File: src/common/i2c_regs_pkg.sv
// Shared constants for the two-wire register access port
package i2c_regs_pkg;
  // Seven-bit base addresses picked by the select pin
  localparam logic [6:0] BASE_ADDR_LOW  = 7'h44;
  localparam logic [6:0] BASE_ADDR_HIGH = 7'h45;
  // Register map
  localparam int         REG_COUNT            = 32;
  localparam logic [7:0] BRIGHTNESS_CONTROL   = 8'h0a;
  localparam logic [7:0] REG_RESET_VALUE      = 8'h00;
  localparam logic [7:0] POINTER_RESET_VALUE  = 8'h00;
  // Bit counting
  localparam logic [2:0] BIT_COUNT_LAST = 3'h7;
  localparam logic [2:0] BIT_COUNT_INIT = 3'h0;
  // Link timing
  localparam int CLK_PERIOD_NS    = 100;
  localparam int MAX_BIT_RATE_KBPS = 100;
  localparam int LINK_BIT_NS      = 1000000 / MAX_BIT_RATE_KBPS;
  localparam int LINK_BIT_CYCLES  = LINK_BIT_NS / CLK_PERIOD_NS;
endpackage

File: src/common/link_events_if.sv
// Decoded line events between the line watcher and the slave core
`timescale 1ns/1ns
interface link_events_if;
  logic sclRise;
  logic sclFall;
  logic startSeen;
  logic stopSeen;
  logic sdaLevel;
  modport watcher (output sclRise, output sclFall, output startSeen,
                   output stopSeen, output sdaLevel);
  modport core (input sclRise, input sclFall, input startSeen,
                input stopSeen, input sdaLevel);
endinterface

File: src/verilog/line_watcher.sv
// Synchronises the two bus lines and decodes clock edges, start and stop
`timescale 1ns/1ns
module line_watcher (
  input  wire logic   clk,
  input  wire logic   rst_n,
  input  wire logic   sclIn,
  input  wire logic   sdaIn,
  link_events_if.watcher ev
);
  logic [1:0] sclSync;
  logic [1:0] sdaSync;
  logic       sclLast;
  logic       sdaLast;
  logic [1:0] next_sclSync;
  logic [1:0] next_sdaSync;

  always_comb begin
    next_sclSync = {sclSync[0], sclIn};
    next_sdaSync = {sdaSync[0], sdaIn};
  end

  // First stage feeds only the second stage
  always_ff @(posedge clk) begin
    if (!rst_n) begin
      sclSync <= 2'h3;
      sdaSync <= 2'h3;
      sclLast <= 1'b1;
      sdaLast <= 1'b1;
    end else begin
      sclSync <= next_sclSync;
      sdaSync <= next_sdaSync;
      sclLast <= sclSync[1];
      sdaLast <= sdaSync[1];
    end
  end

  always_comb begin
    ev.sclRise   = sclSync[1] & ~sclLast;
    ev.sclFall   = ~sclSync[1] & sclLast;
    ev.startSeen = sclSync[1] & sclLast & sdaLast & ~sdaSync[1];
    ev.stopSeen  = sclSync[1] & sclLast & ~sdaLast & sdaSync[1];
    ev.sdaLevel  = sdaSync[1];
  end
endmodule

File: src/verilog/i2c_slave_register_access.sv
// Two-wire slave port giving a master access to the 8-bit control registers
`timescale 1ns/1ns
module i2c_slave_register_access (
  input  wire logic       clk,
  input  wire logic       rst_n,
  input  wire logic       sclIn,
  input  wire logic       sdaIn,
  output logic            sdaOut,
  output logic            sdaOe,
  input  wire logic       slave_addr_select_pin,
  output logic [7:0]      brightnessControl,
  output logic [7:0]      regPointer,
  output logic            busy
);
  // ****************************************
  // State
  // ****************************************
  typedef enum logic [6:0] {
    IDLE     = 7'b0000001,
    ADDR     = 7'b0000010,
    ADDR_ACK = 7'b0000100,
    WRITE    = 7'b0001000,
    WR_ACK   = 7'b0010000,
    READ     = 7'b0100000,
    RD_ACK   = 7'b1000000
  } state_t;

  state_t     state;
  state_t     next_state;
  logic [7:0] shiftReg;
  logic [7:0] next_shiftReg;
  logic [2:0] bitCount;
  logic [2:0] next_bitCount;
  logic       ptrLoaded;
  logic       next_ptrLoaded;
  logic       readMode;
  logic       next_readMode;
  logic [7:0] pointer;
  logic [7:0] next_pointer;
  logic       drive;
  logic       next_drive;
  logic       byteFull;
  logic       next_byteFull;
  logic [7:0] ptrData;
  logic       wrEn;
  logic [7:0] wrData;
  logic [7:0] regs [i2c_regs_pkg::REG_COUNT];
  logic [7:0] ownAddrMsbs;
  logic       selSync0;
  logic       selSync1;

  link_events_if ev ();

  line_watcher watcher (
    .clk   (clk),
    .rst_n (rst_n),
    .sclIn (sclIn),
    .sdaIn (sdaIn),
    .ev    (ev)
  );

  // Select pin is outside the clock domain
  always_ff @(posedge clk) begin
    if (!rst_n) begin
      selSync0 <= 1'b0;
      selSync1 <= 1'b0;
    end else begin
      selSync0 <= slave_addr_select_pin;
      selSync1 <= selSync0;
    end
  end

  always_comb begin
    ownAddrMsbs = {(selSync1 ? i2c_regs_pkg::BASE_ADDR_HIGH
                             : i2c_regs_pkg::BASE_ADDR_LOW), 1'b0};
  end

  // Out-of-range pointer reads back zero
  function automatic logic [7:0] readReg(input logic [7:0] idx);
    readReg = (idx < 8'(i2c_regs_pkg::REG_COUNT)) ? regs[idx[4:0]] : 8'h00;
  endfunction

  always_comb begin
    ptrData = readReg(pointer);
  end

  // ****************************************
  // Protocol engine
  // ****************************************
  // Slave only: the clock line is never driven
  always_comb begin
    next_state     = state;
    next_shiftReg  = shiftReg;
    next_bitCount  = bitCount;
    next_ptrLoaded = ptrLoaded;
    next_readMode  = readMode;
    next_pointer   = pointer;
    next_drive     = drive;
    next_byteFull  = byteFull;
    wrEn           = 1'b0;
    wrData         = shiftReg;
    if (ev.stopSeen) begin
      next_state = IDLE;
      next_drive = 1'b0;
    end else if (ev.startSeen) begin
      // Start or repeated start; pointer untouched
      next_state     = ADDR;
      next_bitCount  = i2c_regs_pkg::BIT_COUNT_INIT;
      next_ptrLoaded = 1'b0;
      next_byteFull  = 1'b0;
      next_drive     = 1'b0;
    end else begin
      case (state)
        IDLE: begin
          next_drive = 1'b0;
        end
        ADDR, WRITE: begin
          if (ev.sclRise) begin
            next_shiftReg = {shiftReg[6:0], ev.sdaLevel};
            next_bitCount = bitCount + 3'h1;
            next_byteFull = (bitCount == i2c_regs_pkg::BIT_COUNT_LAST);
          end
          // Bits count on rises: the fall after a start carries no bit
          if (ev.sclFall) begin
            if (byteFull) begin
              next_byteFull = 1'b0;
              if (state == ADDR) begin
                if (shiftReg[7:1] == ownAddrMsbs[7:1]) begin
                  next_state    = ADDR_ACK;
                  next_readMode = shiftReg[0];
                  next_drive    = 1'b1;
                end else begin
                  next_state = IDLE;
                end
              end else begin
                next_state = WR_ACK;
                next_drive = 1'b1;
                if (!ptrLoaded) begin
                  next_pointer   = shiftReg;
                  next_ptrLoaded = 1'b1;
                end else begin
                  wrEn         = 1'b1;
                  next_pointer = pointer + 8'h01;
                end
              end
            end
          end
        end
        ADDR_ACK, WR_ACK: begin
          if (ev.sclFall) begin
            next_bitCount = i2c_regs_pkg::BIT_COUNT_INIT;
            if (readMode && state == ADDR_ACK) begin
              // Load from current pointer and drive MSB
              next_shiftReg = ptrData;
              next_pointer  = pointer + 8'h01;
              next_drive    = ~ptrData[7];
              next_state    = READ;
            end else begin
              next_drive = 1'b0;
              next_state = WRITE;
            end
          end
        end
        READ: begin
          if (ev.sclFall) begin
            next_bitCount = bitCount + 3'h1;
            if (bitCount == i2c_regs_pkg::BIT_COUNT_LAST) begin
              next_drive = 1'b0;
              next_state = RD_ACK;
            end else begin
              next_shiftReg = {shiftReg[6:0], 1'b0};
              next_drive    = ~shiftReg[6];
            end
          end
        end
        RD_ACK: begin
          if (ev.sclRise) begin
            if (ev.sdaLevel) begin
              next_state = IDLE;
            end else begin
              next_readMode = 1'b1;
            end
          end
          if (ev.sclFall) begin
            next_bitCount = i2c_regs_pkg::BIT_COUNT_INIT;
            next_shiftReg = ptrData;
            next_pointer  = pointer + 8'h01;
            next_drive    = ~ptrData[7];
            next_state    = READ;
          end
        end
        default: begin
          next_state = IDLE;
          next_drive = 1'b0;
        end
      endcase
    end
  end

  always_ff @(posedge clk) begin
    if (!rst_n) begin
      state     <= IDLE;
      shiftReg  <= 8'h00;
      bitCount  <= i2c_regs_pkg::BIT_COUNT_INIT;
      ptrLoaded <= 1'b0;
      readMode  <= 1'b0;
      pointer   <= i2c_regs_pkg::POINTER_RESET_VALUE;
      drive     <= 1'b0;
      byteFull  <= 1'b0;
    end else begin
      state     <= next_state;
      shiftReg  <= next_shiftReg;
      bitCount  <= next_bitCount;
      ptrLoaded <= next_ptrLoaded;
      readMode  <= next_readMode;
      pointer   <= next_pointer;
      drive     <= next_drive;
      byteFull  <= next_byteFull;
    end
  end

  // ****************************************
  // Register file
  // ****************************************
  // Writes beyond the array are dropped
  genvar gi;
  generate
    for (gi = 0; gi < i2c_regs_pkg::REG_COUNT; gi++) begin : gReg
      always_ff @(posedge clk) begin
        if (!rst_n) begin
          regs[gi] <= i2c_regs_pkg::REG_RESET_VALUE;
        end else if (wrEn && pointer == 8'(gi)) begin
          regs[gi] <= wrData;
        end
      end
    end
  endgenerate

  // ****************************************
  // Outputs
  // ****************************************
  always_ff @(posedge clk) begin
    if (!rst_n) begin
      sdaOut            <= 1'b0;
      sdaOe             <= 1'b0;
      brightnessControl <= i2c_regs_pkg::REG_RESET_VALUE;
      regPointer        <= i2c_regs_pkg::POINTER_RESET_VALUE;
      busy              <= 1'b0;
    end else begin
      sdaOut            <= 1'b0;
      sdaOe             <= next_drive;
      brightnessControl <= regs[i2c_regs_pkg::BRIGHTNESS_CONTROL[4:0]];
      regPointer        <= next_pointer;
      busy              <= (next_state != IDLE);
    end
  end
endmodule

File: config.mk
export PLATFORM = sky130hd
export DESIGN_NAME = i2c_slave_register_access
export DESIGN_NICKNAME = d
export VERILOG_FILES = /design/src/common/i2c_regs_pkg.sv /design/src/common/link_events_if.sv /design/src/verilog/line_watcher.sv /design/src/verilog/i2c_slave_register_access.sv
export SDC_FILE = /design/constraint.sdc
export NUM_CORES = 1
export LEC_CHECK = 0
export BUFFER_PORTS_ARGS = -buffer_cell sky130_fd_sc_hd__buf_2
export CAP_MARGIN = 10
export CORE_ASPECT_RATIO = 2
export CORE_MARGIN = 5
export CORE_UTILIZATION = 55
export CTS_CLUSTER_SIZE = 25
export DETAILED_ROUTE_END_ITERATION = 16
export PLACE_DENSITY = 0.8
export SLEW_MARGIN = 5
export SYNTH_ARGS = -nofsm -noshare
export SYNTH_HDL_FRONTEND = slang
export SYNTH_SLANG_ARGS = --single-unit
export TNS_END_PERCENT = 50
File: constraint.sdc
create_clock -name clk -period 3.9 [get_ports clk]
set_input_delay 0.78 -clock clk [delete_from_list [all_inputs] [get_ports clk]]
set_output_delay 0.78 -clock clk [all_outputs]
set_load 0.005 [all_outputs]
==> impl_metrics.env <==
export IMPL_outcome="finished, final reports clean"
export IMPL_port_buffers=22
export IMPL_period_share_pct=83.0
export IMPL_async_flop_share_pct=0
export IMPL_crit_path_start_kind="register"
export IMPL_place_inst=1487
export IMPL_cts_resized=0
export IMPL_pre_cts_ws_ps=714
export IMPL_gr_usage_all_layers_pct=25.9
export IMPL_synth_top_area_share_pct=53.1
export IMPL_drc_errors=0
export IMPL_synth_edf_count=256
export IMPL_routed_via_density=6.29
export IMPL_synth_top_area_cell="edfxtp_1"
export IMPL_hpwl_mm=26.1
export IMPL_cts_sinks=308
export IMPL_synth_cells=1145
export IMPL_layout_area_overhead_vs_synth_pct=10.5
export IMPL_wl_per_cell_um=25.1
export IMPL_hold_viol_final=0
export IMPL_finalNonFillerCells=1535
export IMPL_drt_iter0_drc=1050
export IMPL_initial_core_util_pct=55.3
export IMPL_wl_mm=38.6
export IMPL_grt_pass1_wl_mm=58.2
export IMPL_drv_slew=0
export IMPL_holdCritPathClass="in -> reg"
export IMPL_coreArea_mm2=0.0262
export IMPL_setup_violations=0
export IMPL_ys_ff_latch=308
export IMPL_root_buffer="clkbuf_16"
export IMPL_ys_warn_count=0
export IMPL_worst_path_max_fanout=13
export IMPL_cts_tree="built"
export IMPL_diodes=0
export IMPL_place_congestion=0.943
export IMPL_vias=9651
export IMPL_max_freq_ghz=0.309
export IMPL_die_w_um=125
export IMPL_ys_types=60
export IMPL_ir_worst_vdd_mv=0.330
export IMPL_fin_tns_setup_ps=0
export IMPL_die_y_um=239
export IMPL_layout_nets=1182
export IMPL_rsz0062_at_grt="no"
export IMPL_rows=84
export IMPL_grt_max_degree=66
export IMPL_hold_buffers=0
export IMPL_clkLatencyLatePin_ps=550
export IMPL_relSlewSlack_pct=37.3
export IMPL_cts_buffer_depth=3
export IMPL_antenna_found_initial=0
export IMPL_crit_arrival_ps=3500
export IMPL_tightest_slew_ps=934
export IMPL_cp_end_kind="register"
export IMPL_required_ps=4170
export IMPL_finClkSkew_ps=18.7
export IMPL_fp_dieArea_mm2=0.0299
export IMPL_grt_pass1_vias=9689
export IMPL_mostFrequentLayoutCells="and2_1, edfxtp_1, nand2_1, nor2_1, mux4_2"
export IMPL_syn_nets=1156
export IMPL_htreeDepth=1
export IMPL_post_cts_buffers=0
export IMPL_clkTransAtPathRegs_ps=70
export IMPL_drive_gt1_share_pct=15.7
export IMPL_ys_seq_area_share_pct=60.3
export IMPL_ys_top_cells_by_area="edfxtp_1, and2_1, mux4_2, dfxtp_1, nand2_1"
export IMPL_grt_overflow=0
export IMPL_dr_pass1_iters=8
export IMPL_powerDensity_mw_per_mm2=419
export IMPL_period_minus_slack_ps=3240
export IMPL_ant_nets=0
export IMPL_worst_setup_path_type="reg -> reg"
export IMPL_p_leak_uw=0.00547
export IMPL_mostFrequentLayoutCell="and2_1"
export IMPL_fin_util_pct=61.2
export IMPL_synth_area_per_cell_um2=12.6
export IMPL_synthFlopType="edfxtp_1"
export IMPL_cts_made_buffers=26
export IMPL_maxCapViolations=0
export IMPL_synth_area_mm2=0.0145
export IMPL_num_io_pins=24
export IMPL_fin_ws_ps=662
[per-layer routing]
layer | part of all wire (%) | global-route usage, % | vias to the layer above | wire length [µm]
li1 | - | - | 4194 | -
met1 | 32 | 27.3 | 4796 | 12300
met2 | 54 | 47.3 | 498 | 20700
met3 | 6.3 | 3.08 | 163 | 2430
met4 | 8.2 | 18.5 | 0 | 3180
met5 | 0 | 0 | - | 0
[cell usage after synthesis, types with 13 or more instances]
cell and number:
nand2b_1 17, a21oi_1 19, buf_2 13, nor2_1 65, mux4_2 57, edfxtp_1 256
a22oi_1 13, o21ai_0 53, clkbuf_1 53, dfxtp_1 52, nand2_1 83, and2_1 271
nand3_1 23, mux2i_1 19
[report_power, final]
part / switching, µW / internal, µW / total [µW]
clock: 1200 / 1540 / 2740
combinational: 142 / 87.6 / 230
sequential: 54.3 / 3690 / 3750
total: 1390 / 5320 / 6710
[layout make-up]
cell class / instances / area [µm²]
clock buffer: 37 / 785
tap: 344 / 430
inverter: 11 / 41.3
fill: 1918 / 10200
timing repair buffer: 74 / 513
multi-input combinational: 750 / 5380
sequential: 308 / 8740
clock inverter: 11 / 119
[worst max-delay path: stages (launching register included)]
cell and delay [ps]:
dfxtp_1 440, nor4_1 520, nand4_1 280, nor2_2 390, nand2_1 370, o21ai_0 670, buf_4 280
[registers in the layout (all words and copies together), names as in the netlist, 2 cells and up, named ones only]
| signal | count |
|---|---|
| brightnessControl | 8 |
| regPointer | 8 |
| bitCount | 3 |
| shiftReg | 8 |
| watcher.sdaSync | 2 |
| watcher.sclSync | 2 |
| regs | 256 |
| state | 7 |
[path summary, 6_finish.rpt]
path,cells past startpoint,startpoint,slack (ps),to
worst max-delay path,6,state[2],660,regs[13][6]
worst min-delay path,2,sclIn,410,watcher.sclSync[0]
worst max register to register,6,state[2],660,regs[13][6]
worst min register to register,1,watcher.sdaSync[0],420,watcher.sdaSync[1]
[per-stage QoR]
step / instance area (µm²) / hold WS (ps) / power (µW)
floorplan: 14500 / 386 / 3920
global placement: 15100 / 401 / 4030
detailed placement: 15100 / 403 / 4040
CTS: 16000 / 396 / 6730
global route: 16000 / 408 / 6880
finish: 16000 / 412 / 6710
[cell families (layout without fill, tap and decap cells)]
kind of cell,Yosys count,in the layout,share of synthesized area (%)
fa+ha+maj,6,6,0.518
xor+xnor,5,5,0.302
flops,308,308,60.3
other cells,1,1,0.0259
simple gates,520,520,19.9
mux,76,76,10.2
compound gates,142,142,6.19
buf+inv,87,133,2.58
Note: power is estimated with default switching activity, not from simulation.
